==> src/verilog/rfc_pkg.sv <==
`default_nettype none
package rfc_pkg;
  localparam int RFC_CLK_MHZ = 250;
  localparam int RFC_SMP_MHZ = 32;
  localparam int RFC_CAL_MS = 500;
  localparam int RFC_CAL_CYC = RFC_CAL_MS * RFC_CLK_MHZ * 1000;
  localparam int RFC_ADDR_W = 7;
  localparam int RFC_DATA_W = 8;
  localparam int RFC_SPI_BITS = 1 + RFC_ADDR_W + RFC_DATA_W;
  localparam int RFC_SPI_DIV = 8;
  localparam int RFC_SPI_HALVES = 2 * RFC_SPI_BITS;
  localparam int RFC_NUM_PATHS = 10;
  localparam int RFC_IF_W = 16;
  localparam int RFC_PH_OUT_W = 8;
  localparam int RFC_NIB_W = 4;
  localparam int RFC_GRP_LEN = 8;
  localparam int RFC_IQ_W = 12;
  localparam int RFC_CORR_FRAC = 10;
  localparam int RFC_PKT_W = 32;
  localparam int RFC_FIFO_DEPTH = 16;

  typedef struct packed {
    logic                  wr;
    logic [RFC_ADDR_W-1:0] addr;
    logic [RFC_DATA_W-1:0] data;
  } rfc_spi_req_t;

  typedef struct packed {
    logic signed [RFC_IQ_W-1:0] i;
    logic signed [RFC_IQ_W-1:0] q;
  } rfc_iq_t;

  typedef struct packed {
    logic radio;
    logic modem;
  } rfc_tx_cfg_t;

  typedef struct packed {
    logic i;
    logic q;
  } rfc_sd_t;

  typedef enum logic [1:0] {
    RFC_CTL_IDLE = 2'b00,
    RFC_CTL_CAL  = 2'b01,
    RFC_CTL_TX   = 2'b10
  } rfc_ctl_t;

  typedef enum logic [1:0] {
    RFC_SPI_IDLE  = 2'b00,
    RFC_SPI_SHIFT = 2'b01,
    RFC_SPI_END   = 2'b10
  } rfc_spi_st_t;
endpackage
`default_nettype wire

==> src/verilog/rfc_fifo.sv <==
`timescale 1ns/1ps
`default_nettype none
module rfc_fifo
  import rfc_pkg::*;
#(
  parameter int WIDTH = RFC_PKT_W,
  parameter int DEPTH = RFC_FIFO_DEPTH
) (
  input  wire logic             clock,
  input  wire logic             resetn,
  input  wire logic             in_valid,
  output logic                  in_ready,
  input  wire logic [WIDTH-1:0] in_data,
  output logic                  out_valid,
  input  wire logic             out_ready,
  output logic [WIDTH-1:0]      out_data
);
  localparam int AW = $clog2(DEPTH);

  typedef struct packed {
    logic [AW-1:0] wptr;
    logic [AW-1:0] rptr;
    logic [AW:0]   cnt;
  } rfc_fifo_st_t;

  rfc_fifo_st_t     s_r;
  rfc_fifo_st_t     s_nxt;
  logic [WIDTH-1:0] mem [DEPTH];
  logic             push;
  logic             pop;

  assign in_ready  = (s_r.cnt != (AW+1)'(DEPTH));
  assign out_valid = (s_r.cnt != '0);
  assign out_data  = mem[s_r.rptr];
  assign push      = in_valid & in_ready;
  assign pop       = out_valid & out_ready;

  always_comb
  begin
    s_nxt = s_r;
    if (push)
      s_nxt.wptr = s_r.wptr + 1'b1;
    if (pop)
      s_nxt.rptr = s_r.rptr + 1'b1;
    s_nxt.cnt = s_r.cnt + (AW+1)'(push) - (AW+1)'(pop);
  end

  always_ff @(posedge clock or negedge resetn)
    if (!resetn)
      s_r <= '0;
    else
      s_r <= s_nxt;

  always_ff @(posedge clock)
    if (push)
      mem[s_r.wptr] <= in_data;
endmodule
`default_nettype wire

==> src/verilog/rfc_spi.sv <==
`timescale 1ns/1ps
`default_nettype none
module rfc_spi
  import rfc_pkg::*;
(
  input  wire logic                  clock,
  input  wire logic                  resetn,
  input  wire logic                  cs_active_high,
  input  wire logic                  req_valid,
  output logic                       req_ready,
  input  wire rfc_spi_req_t          req,
  output logic                       rd_valid,
  output logic [RFC_DATA_W-1:0]      rd_data,
  output logic                       sck,
  output logic                       mosi,
  output logic                       cs,
  input  wire logic                  miso
);
  typedef struct packed {
    rfc_spi_st_t             st;
    logic [2:0]              div;
    logic [5:0]              half;
    logic [RFC_SPI_BITS-1:0] shreg;
    logic [RFC_DATA_W-1:0]   rdsh;
    logic                    sck;
    logic                    act;
    logic                    cs_pin;
    logic                    rd_valid;
    logic [RFC_DATA_W-1:0]   rd_data;
    logic                    miso_m;
    logic                    miso_s;
  } rfc_spi_state_t;

  rfc_spi_state_t s_r;
  rfc_spi_state_t s_nxt;
  logic           tick;

  assign tick      = (s_r.div == 3'(RFC_SPI_DIV - 1));
  assign req_ready = (s_r.st == RFC_SPI_IDLE);
  assign rd_valid  = s_r.rd_valid;
  assign rd_data   = s_r.rd_data;
  assign sck       = s_r.sck;
  assign mosi      = s_r.shreg[RFC_SPI_BITS-1];
  assign cs        = s_r.cs_pin;

  always_comb
  begin
    s_nxt          = s_r;
    s_nxt.miso_m   = miso;
    s_nxt.miso_s   = s_r.miso_m;
    s_nxt.rd_valid = 1'b0;
    s_nxt.div      = tick ? '0 : s_r.div + 1'b1;
    unique case (s_r.st)
      RFC_SPI_IDLE:
      begin
        s_nxt.div = '0;
        if (req_valid)
        begin
          s_nxt.st    = RFC_SPI_SHIFT;
          s_nxt.shreg = {req.wr, req.addr, req.data};
          s_nxt.act   = 1'b1;
          s_nxt.half  = '0;
          s_nxt.sck   = 1'b0;
        end
      end
      RFC_SPI_SHIFT:
        if (tick)
        begin
          s_nxt.sck  = ~s_r.sck;
          s_nxt.half = s_r.half + 1'b1;
          if (!s_r.sck)
            s_nxt.rdsh = {s_r.rdsh[RFC_DATA_W-2:0], s_r.miso_s};
          else
            s_nxt.shreg = {s_r.shreg[RFC_SPI_BITS-2:0], 1'b0};
          if (s_r.half == 6'(RFC_SPI_HALVES - 1))
            s_nxt.st = RFC_SPI_END;
        end
      RFC_SPI_END:
        if (tick)
        begin
          s_nxt.act      = 1'b0;
          s_nxt.st       = RFC_SPI_IDLE;
          s_nxt.rd_valid = 1'b1;
          s_nxt.rd_data  = s_r.rdsh;
        end
      default:
        s_nxt.st = RFC_SPI_IDLE;
    endcase
    s_nxt.cs_pin = cs_active_high ? s_nxt.act : ~s_nxt.act;
  end

  always_ff @(posedge clock or negedge resetn)
    if (!resetn)
      s_r <= '0;
    else
      s_r <= s_nxt;
endmodule
`default_nettype wire

==> src/verilog/rfc_top.sv <==
// Operation
// Radio serial word: write/read bit, 7-bit address, then 8 data bits.
// Software picks the active level of the radio serial chip select.
// During the 500 ms calibration no receive or transmit may start or continue.
// Calibration is run by the internal controller alone, host not involved.
// Calibration corrections are applied digitally inside our receive and transmit chains.
// Only one packet is transmitted at a time; no overlapping transmit.
// Starting a transmission aborts every receive in progress on all paths.
// Either modulation type can go out on either of the two radios.
// Receive and transmit sample interfaces are separate and independent.
// Transmit samples leave as a 1-bit sigma-delta stream at 32 MSps.
// Packets from all demodulation paths share one receive buffer until read.
// The single buffered packet goes through one chosen radio via one modem.
// Every demodulation path has its own intermediate-frequency offset.
// Receive front-end changes strobe and data on its rising clock edge.
// Sample-valid pulses every 8 clocks, framing eight 4-bit samples.
// A transmit request during calibration or transmission is rejected and flagged.
`timescale 1ns/1ps
`default_nettype none
module rfc_top
  import rfc_pkg::*;
#(
  parameter int unsigned CAL_CYCLES = RFC_CAL_CYC
) (
  input  wire logic                                      clock,
  input  wire logic                                      resetn,
  input  wire logic                                      cal_start,
  output logic                                           cal_busy,
  input  wire rfc_iq_t                                   cal_dc,
  input  wire logic signed [RFC_IQ_W-1:0]                cal_gain,
  input  wire logic signed [RFC_IQ_W-1:0]                cal_phase,
  input  wire logic                                      cs_active_high,
  input  wire logic                                      spi_req_valid,
  output logic                                           spi_req_ready,
  input  wire rfc_spi_req_t                              spi_req,
  output logic                                           spi_rd_valid,
  output logic [RFC_DATA_W-1:0]                          spi_rd_data,
  output logic                                           spi_sck,
  output logic                                           spi_mosi,
  output logic                                           spi_cs,
  input  wire logic                                      spi_miso,
  input  wire logic                                      rx_clk_pin,
  input  wire logic                                      rx_valid_pin,
  input  wire logic [RFC_NIB_W-1:0]                      rx_data_pin,
  input  wire logic [RFC_NUM_PATHS-1:0][RFC_IF_W-1:0]    if_offset,
  output logic                                           rx_enable,
  output logic                                           rx_abort,
  output logic                                           rx_iq_valid,
  output rfc_iq_t                                        rx_iq,
  output logic [RFC_NUM_PATHS-1:0][RFC_PH_OUT_W-1:0]     path_phase,
  input  wire logic                                      path_pkt_valid,
  output logic                                           path_pkt_ready,
  input  wire logic [RFC_PKT_W-1:0]                      path_pkt,
  output logic                                           host_pkt_valid,
  input  wire logic                                      host_pkt_ready,
  output logic [RFC_PKT_W-1:0]                           host_pkt,
  input  wire logic                                      tx_req_valid,
  output logic                                           tx_req_ready,
  input  wire rfc_tx_cfg_t                               tx_req,
  output logic                                           tx_busy,
  output rfc_tx_cfg_t                                    tx_cfg,
  input  wire logic                                      tx_samp_valid,
  output logic                                           tx_samp_ready,
  input  wire rfc_iq_t                                   tx_samp,
  input  wire logic                                      tx_samp_last,
  output rfc_sd_t                                        tx_sd_a,
  output rfc_sd_t                                        tx_sd_b,
  output logic                                           tx_en_a,
  output logic                                           tx_en_b,
  output logic                                           tx_reject,
  input  wire logic                                      tx_reject_clr
);
  typedef struct packed {
    rfc_ctl_t                                   ctl;
    logic [31:0]                                cal_cnt;
    logic [7:0]                                 nco;
    logic [2:0]                                 pin_m;
    logic [2:0]                                 pin_s;
    logic [RFC_NIB_W-1:0]                       nib_m;
    logic [RFC_NIB_W-1:0]                       nib_s;
    logic                                       clk_d;
    logic [RFC_NIB_W*RFC_GRP_LEN-1:0]           grp;
    logic [3:0]                                 grp_cnt;
    logic                                       iq_valid;
    rfc_iq_t                                    iq;
    logic [RFC_NUM_PATHS-1:0][RFC_IF_W-1:0]     ph;
    logic                                       abort;
    rfc_tx_cfg_t                                cfg;
    rfc_iq_t                                    hold;
    logic [RFC_IQ_W-1:0]                        acc_i;
    logic [RFC_IQ_W-1:0]                        acc_q;
    rfc_sd_t                                    sd_a;
    rfc_sd_t                                    sd_b;
    logic                                       en_a;
    logic                                       en_b;
    logic                                       rej;
  } rfc_top_st_t;

  rfc_top_st_t s_r;
  rfc_top_st_t s_nxt;
  logic        tick;
  logic        rx_fall;
  logic        tx_take;
  logic        tx_start;
  logic        grp_done;
  logic        fifo_in_ready;
  rfc_iq_t     raw;
  rfc_iq_t     txc;
  rfc_sd_t     sd;
  logic [RFC_IQ_W:0] sum_i;
  logic [RFC_IQ_W:0] sum_q;

  // Signed fixed-point product scaled back by the correction fraction.
  function automatic logic signed [RFC_IQ_W-1:0] rfc_mulq(
    input logic signed [RFC_IQ_W-1:0] a,
    input logic signed [RFC_IQ_W-1:0] b
  );
    logic signed [2*RFC_IQ_W-1:0] p;
    p = a * b;
    return p[RFC_CORR_FRAC +: RFC_IQ_W];
  endfunction

  // First-order sigma-delta step: the carry out of the accumulator is the bit.
  function automatic logic [RFC_IQ_W:0] rfc_sd_step(
    input logic [RFC_IQ_W-1:0]        acc,
    input logic signed [RFC_IQ_W-1:0] x
  );
    logic [RFC_IQ_W-1:0] u;
    u = {~x[RFC_IQ_W-1], x[RFC_IQ_W-2:0]};
    return {1'b0, acc} + {1'b0, u};
  endfunction

  rfc_spi u_spi (
    .clock          (clock),
    .resetn         (resetn),
    .cs_active_high (cs_active_high),
    .req_valid      (spi_req_valid),
    .req_ready      (spi_req_ready),
    .req            (spi_req),
    .rd_valid       (spi_rd_valid),
    .rd_data        (spi_rd_data),
    .sck            (spi_sck),
    .mosi           (spi_mosi),
    .cs             (spi_cs),
    .miso           (spi_miso)
  );

  // Packets keep arriving while a transmit runs, but not while calibrating.
  rfc_fifo #(
    .WIDTH (RFC_PKT_W),
    .DEPTH (RFC_FIFO_DEPTH)
  ) u_rxbuf (
    .clock     (clock),
    .resetn    (resetn),
    .in_valid  (path_pkt_valid & (s_r.ctl != RFC_CTL_CAL)),
    .in_ready  (fifo_in_ready),
    .in_data   (path_pkt),
    .out_valid (host_pkt_valid),
    .out_ready (host_pkt_ready),
    .out_data  (host_pkt)
  );

  assign path_pkt_ready = fifo_in_ready & (s_r.ctl != RFC_CTL_CAL);

  // Fractional divider: 32 ticks for every 250 clocks gives the sample rate.
  assign tick = (s_r.nco >= 8'(RFC_CLK_MHZ - RFC_SMP_MHZ));

  // The receive clock is only sampled, never used as a clock, so the
  // front end's falling edge is seen a few cycles late but consistently.
  assign rx_fall  = s_r.clk_d & ~s_r.pin_s[2];
  assign grp_done = rx_fall & (s_r.grp_cnt == 4'(RFC_GRP_LEN - 1)) & ~s_r.pin_s[1];

  assign raw.i = s_r.grp[RFC_NIB_W*RFC_GRP_LEN-1 -: RFC_IQ_W];
  assign raw.q = s_r.grp[RFC_NIB_W*RFC_GRP_LEN-1-RFC_IQ_W -: RFC_IQ_W];

  assign tx_req_ready  = 1'b1;
  assign tx_start      = tx_req_valid & (s_r.ctl == RFC_CTL_IDLE) & ~cal_start;
  assign tx_samp_ready = tick & (s_r.ctl == RFC_CTL_TX);
  assign tx_take       = tx_samp_valid & tx_samp_ready;

  // Carrier leakage is removed before modulation.
  always_comb
  begin
    txc.i = (tx_take ? tx_samp.i : s_r.hold.i) - cal_dc.i;
    txc.q = (tx_take ? tx_samp.q : s_r.hold.q) - cal_dc.q;
    sum_i = rfc_sd_step(s_r.acc_i, txc.i);
    sum_q = rfc_sd_step(s_r.acc_q, txc.q);
    sd.i  = sum_i[RFC_IQ_W];
    sd.q  = sum_q[RFC_IQ_W];
  end

  always_comb
  begin
    s_nxt          = s_r;
    s_nxt.abort    = 1'b0;
    s_nxt.iq_valid = 1'b0;
    s_nxt.nco      = tick ? s_r.nco + 8'(RFC_SMP_MHZ) - 8'(RFC_CLK_MHZ)
                          : s_r.nco + 8'(RFC_SMP_MHZ);

    s_nxt.pin_m = {rx_clk_pin, rx_valid_pin, 1'b0};
    s_nxt.pin_s = s_r.pin_m;
    s_nxt.nib_m = rx_data_pin;
    s_nxt.nib_s = s_r.nib_m;
    s_nxt.clk_d = s_r.pin_s[2];

    // Receive deinterleaver; its pins are separate from the transmit side.
    if (rx_fall)
    begin
      if (s_r.pin_s[1])
      begin
        s_nxt.grp     = {{(RFC_NIB_W*(RFC_GRP_LEN-1)){1'b0}}, s_r.nib_s};
        s_nxt.grp_cnt = 4'h1;
      end
      else if (s_r.grp_cnt != 4'h0)
      begin
        s_nxt.grp     = {s_r.grp[RFC_NIB_W*(RFC_GRP_LEN-1)-1:0], s_r.nib_s};
        s_nxt.grp_cnt = (s_r.grp_cnt == 4'(RFC_GRP_LEN - 1)) ? 4'h0 : s_r.grp_cnt + 1'b1;
      end
    end

    // Only the top 24 bits of a full group form the I/Q pair.
    if (grp_done && s_r.ctl == RFC_CTL_IDLE && !cal_start && !tx_start)
    begin
      s_nxt.grp       = {s_r.grp[RFC_NIB_W*(RFC_GRP_LEN-1)-1:0], s_r.nib_s};
      s_nxt.iq_valid  = 1'b1;
      s_nxt.iq.i      = s_nxt.grp[RFC_NIB_W*RFC_GRP_LEN-1 -: RFC_IQ_W];
      s_nxt.iq.q      = rfc_mulq(s_nxt.grp[RFC_NIB_W*RFC_GRP_LEN-1-RFC_IQ_W -: RFC_IQ_W],
                                 cal_gain)
                      + rfc_mulq(s_nxt.grp[RFC_NIB_W*RFC_GRP_LEN-1 -: RFC_IQ_W],
                                 cal_phase);
      for (int k = 0; k < RFC_NUM_PATHS; k++)
        s_nxt.ph[k] = s_r.ph[k] + if_offset[k];
    end

    unique case (s_r.ctl)
      RFC_CTL_IDLE:
        if (cal_start)
        begin
          s_nxt.ctl     = RFC_CTL_CAL;
          s_nxt.cal_cnt = '0;
          s_nxt.abort   = 1'b1;
        end
        else if (tx_start)
        begin
          s_nxt.ctl   = RFC_CTL_TX;
          s_nxt.cfg   = tx_req;
          s_nxt.abort = 1'b1;
          s_nxt.acc_i = '0;
          s_nxt.acc_q = '0;
          s_nxt.hold  = '0;
        end
      RFC_CTL_CAL:
        // The controller runs the calibration on its own; here we only time it.
        if (s_r.cal_cnt == CAL_CYCLES - 1)
          s_nxt.ctl = RFC_CTL_IDLE;
        else
          s_nxt.cal_cnt = s_r.cal_cnt + 1'b1;
      RFC_CTL_TX:
        if (cal_start)
        begin
          // Calibration wins: the running packet is cut short.
          s_nxt.ctl     = RFC_CTL_CAL;
          s_nxt.cal_cnt = '0;
        end
        else if (tick)
        begin
          s_nxt.acc_i = sum_i[RFC_IQ_W-1:0];
          s_nxt.acc_q = sum_q[RFC_IQ_W-1:0];
          if (tx_take)
            s_nxt.hold = tx_samp;
          if (tx_take && tx_samp_last)
            s_nxt.ctl = RFC_CTL_IDLE;
        end
      default:
        s_nxt.ctl = RFC_CTL_IDLE;
    endcase

    // Only the chosen radio toggles; the other is held quiet.
    s_nxt.en_a = (s_nxt.ctl == RFC_CTL_TX) & ~s_nxt.cfg.radio;
    s_nxt.en_b = (s_nxt.ctl == RFC_CTL_TX) & s_nxt.cfg.radio;
    if (s_r.ctl == RFC_CTL_TX && tick)
    begin
      s_nxt.sd_a = s_r.cfg.radio ? '0 : sd;
      s_nxt.sd_b = s_r.cfg.radio ? sd : '0;
    end
    else if (s_nxt.ctl != RFC_CTL_TX)
    begin
      s_nxt.sd_a = '0;
      s_nxt.sd_b = '0;
    end

    // A set in the same cycle as a clear is kept.
    if (tx_reject_clr)
      s_nxt.rej = 1'b0;
    if (tx_req_valid && !tx_start)
      s_nxt.rej = 1'b1;
  end

  always_ff @(posedge clock or negedge resetn)
    if (!resetn)
      s_r <= '0;
    else
      s_r <= s_nxt;

  assign cal_busy    = (s_r.ctl == RFC_CTL_CAL);
  assign rx_enable   = (s_r.ctl == RFC_CTL_IDLE);
  assign rx_abort    = s_r.abort;
  assign rx_iq_valid = s_r.iq_valid;
  assign rx_iq       = s_r.iq;
  assign tx_busy     = (s_r.ctl == RFC_CTL_TX);
  assign tx_cfg      = s_r.cfg;
  assign tx_sd_a     = s_r.sd_a;
  assign tx_sd_b     = s_r.sd_b;
  assign tx_en_a     = s_r.en_a;
  assign tx_en_b     = s_r.en_b;
  assign tx_reject   = s_r.rej;

  always_comb
    for (int k = 0; k < RFC_NUM_PATHS; k++)
      path_phase[k] = s_r.ph[k][RFC_IF_W-1 -: RFC_PH_OUT_W];

endmodule
`default_nettype wire

==> config.mk <==
export PLATFORM = sky130hd
export DESIGN_NAME = rfc_top
export DESIGN_NICKNAME = d
export VERILOG_FILES = /design/src/verilog/rfc_pkg.sv /design/src/verilog/rfc_fifo.sv /design/src/verilog/rfc_spi.sv /design/src/verilog/rfc_top.sv
export SDC_FILE = /design/constraint.sdc
export NUM_CORES = 2
export LEC_CHECK = 0
export ABC_CLOCK_PERIOD_IN_PS = 10000
export BUFFER_PORTS_ARGS = -buffer_cell sky130_fd_sc_hd__buf_2
export CAP_MARGIN = 20
export CORE_ASPECT_RATIO = 0.7
export CORE_MARGIN = 5
export CORE_UTILIZATION = 28
export CTS_CLUSTER_SIZE = 40
export DETAILED_ROUTE_END_ITERATION = 10
export PLACE_DENSITY_LB_ADDON = 0.1
export RECOVER_POWER = 100
export SLEW_MARGIN = 20
export SYNTH_ARGS = -nofsm -noshare
export SYNTH_HDL_FRONTEND = slang
export SYNTH_HIERARCHICAL = 1
export SYNTH_SLANG_ARGS = --single-unit
==> constraint.sdc <==
create_clock -name clock -period 10 [get_ports clock]
set_input_delay 2 -clock clock [delete_from_list [all_inputs] [get_ports clock]]
set_output_delay 2 -clock clock [all_outputs]
set_load 0.03 [all_outputs]
==> results.yml <==
logic_synthesis:
  synth_warnings: 6
  synth_edf_count: 512
  syn_nets: 5655
  seq_area_frac_synth: 0.462
  syn_area_per_cell_um2: 11.4
  yosys.cell_types.count: 80
  async_flop_share: 0.433
  synthCells: 4769
  ys_ff_latch: 903
  synth_top_flop_cell: "edfxtp_1"
  netlist_area_um2: 54500
detailed_routing:
  route.detailed.drc: 0
  drt_wl_total_um: 161000
  vias: 35800
  drtAntennaViolNets: 0
  first_pass_iters: 6
  drt-initial-drc-count: 1795
  via_per_inst: 4.60
  wl_per_cell_um: 20.7
placed_design:
  dp_cells: 7591
  dp_hpwl_um: 113000
  gp_congestion: 0.787
  port-buffer-count: 465
setup_path:
  arrival_ns: 6.62
  cp.depth: 7
  critPathMaxFanout: 65
  end_kind: "primary output"
  crit_end: "host_pkt[17]"
  cp-start-kind: "register"
  cp_data_required_time_ns: 8.00
  path_class: "register to primary output"
  r2r_setup_slack_ns: 2.51
  cp_top_family: "buffers and inverters"
  reg2reg_to: "rx_iq[11]"
  slowest_stage: "clkbuf_1"
  slowest_delay_ns: 3.16
  reg2reg_depth: 27
  cp.buffers_inverters: 3
  path_common_cell: "clkbuf_1"
  r2r_start: "raw[14]"
  path_cells: "buf_4 > and2_2 > clkbuf_1 > a221oi_1 > o21ai_0 > nand2_1 > clkbuf_1"
  critPathLaunch: "u_rxbuf/s_r[7]"
clock_network:
  cts_setup_buffers: 0
  hold_buffers: 0
  postCtsResizedCells: 0
  numCtsBuffers: 103
  htreeDepth: 3
  path_clk_slew_ns: 0.06
  cts_num_sinks: 903
  root_buffer: "clkbuf_16"
  clk_path_buf_depth: 3
  clock_latency_ns: 0.70
  tritoncts: "yes"
floorplan:
  io_pins: 467
  fp.dieW_um: 537
  start_util: 0.282
  rows: 135
  core_area_um2: 193000
  dieArea_um2: 204000
  die_y_um: 379
power:
  vdd_drop_max_uv: 163
  power_density_nw_per_um2: 219
  p_leak_nw: 26.6
sta:
  fin_crit_sh: 0.862
  max-slew-margin-rel: -2.03
  tns_ns: 0
  hold_violations: 0
  setup_violations: 0
  drv_slew: 1224
  rsz0062_at_grt: "false"
  min_period_ns: 8.62
  fin_skew_ns: 0.0385
  timing.hold.ws_ns: 0.347
  fmax_mhz: 116
  worstMarginPinSlew_ns: 4.54
grt:
  grt_util_all_layers: 0.156
  grt_pass1_vias: 36500
  antenna_found_initial: 40
  grt_max_degree: 204
  globalRoute.totalOverflow: 0
  grt_pass1_wl_um: 240000
run_status:
  outcome: "finished with violations"
  violations: "max-capacitance violations, max-slew violations"
cells_and_area:
  nets: 5979
  register_area_um2: 25200
  instances_no_fill: 7798
  final_layout_size_suffix_gt1_frac: 0.107
  syn_to_final_growth_pct: 13.4
  multi_input_area_um2: 26000
  num-fill-cells: 19700
hold_path:
  min-delay-start: "s_nxt[289]"
  hold_path_class: "register to register"
flow_run:
  cap_violations: 30
## layer usage
layer	wire length, um	track usage	part of all wire	up-vias
li1	-	-	-	17200
met1	79900	0.229	0.50	17800
met2	70100	0.236	0.43	606
met3	7710	0.0298	0.048	197
met4	3550	0.0350	0.022	10
met5	72	0	0.00045	-
## layout by cell type, fill, tap and decap left out, types with 116 or more instances in the layout
cell type	instances
xnor2_1	116
nor2_1	188
clkbuf_1	266
ha_1	318
o21ai_0	254
a21oi_1	132
nand2_1	590
mux2i_1	145
buf_2	257
and2_1	121
dfrtp_1	388
fa_1	268
edfxtp_1	512
inv_1	422
## cell families (layout without fill, tap and decap cells)
kind of cell,after synthesis,count (layout),synth area share
multiplexers,250,250,0.0616
XOR/XNOR,222,222,0.0357
flip-flops,903,903,0.462
other,1,19,0.0000688
adder cells (fa/ha/maj),586,586,0.172
AO/OA/AOI/OAI,785,785,0.0947
AND/OR/NAND/NOR,1298,1298,0.113
buffers and inverters,724,1132,0.0615
## worst register-to-register path, delay by kind of cell (launching register included)
family,cells,cell delay [ns]
flip-flops,1,0.87
XOR/XNOR,4,0.67
AND/OR/NAND/NOR,7,1.01
AO/OA/AOI/OAI,6,1.67
buffers and inverters,2,0.11
multiplexers,1,0.25
adder cells (fa/ha/maj),7,2.81
## cell type report
class                      instances  area share
antenna                           18    0.000729
clock buffer                     136      0.0448
clock inverter                    53      0.0104
inverter                         424      0.0258
multi-input combinational       3142       0.420
sequential                       903       0.407
tap                             2603      0.0527
timing repair buffer             519      0.0384
## flip-flops by register name, summed over array words and instances (netlist names), 7 cells and up
register,cells
u_rxbuf/s_r,13
raw,20
u_rxbuf/mem,512
rx_iq,24
u_spi/s_r,36
u_spi/rd_data,8
path_phase,80
s_nxt,7
s_r,187
## per-stage QoR
stage	power [W]	area, um2	util	worst slack (ns)
after floorplan	0.00817	54500	-	1.45
after global placement	0.00988	58900	0.304	1.07
after detailed placement	0.00989	58900	0.304	1.02
after CTS	0.0139	62300	0.322	1.81
after global routing	0.0145	61800	0.319	0.857
final	0.0135	61800	0.320	1.38
## report_power, final
group / leakage, nW / switching [W] / total, W / internal, W
logic: 15.0 / 0.00319 / 0.00510 / 0.00191
clock network: 1.66 / 0.00164 / 0.00388 / 0.00224
registers: 9.88 / 0.000296 / 0.00454 / 0.00425
## cell usage after synthesis (all sizes together) (19+ instances only)
cell type  count  area, um2
a211oi        28        210
o21a          32        240
nand3         88        450
nor3b         31        233
nor2         189        717
o21ai        254       1270
and3          20        130
or3           30        188
edfxtp       512      15400
nand3b        26        195
nor2b         32        200
clkbuf       126        473
dfrtp        391       9780
o41ai         20        175
xor2         106        928
a21boi        22        165
nor3          55        287
and2         135        847
a21o          59        443
inv          423       1590
xnor2        116       1020
a22o          38        333
a22oi         32        240
fa           268       5370
ha           318       3980
a31oi         19        134
mux2i        145       1450
a21oi        134        689
nand2b        50        313
mux4          64       1440
nand2        590       2210
o31ai         24        194
mux2          41        465
buf          174       1290
a221oi        64        561
## how the worst min path moves through the flow
stage / to / slack, ns / cells past startpoint
finish: s_r[289] / 0.35 / 0
global route: u_spi/s_r[0] / 0.36 / 0
CTS: s_r[289] / 0.35 / 0
detailed placement: u_spi/s_r[0] / 0.34 / 0
global placement: u_spi/s_r[0] / 0.34 / 0
floorplan: s_nxt[279] / 0.33 / 0
Power figures use the tool's default switching activity.
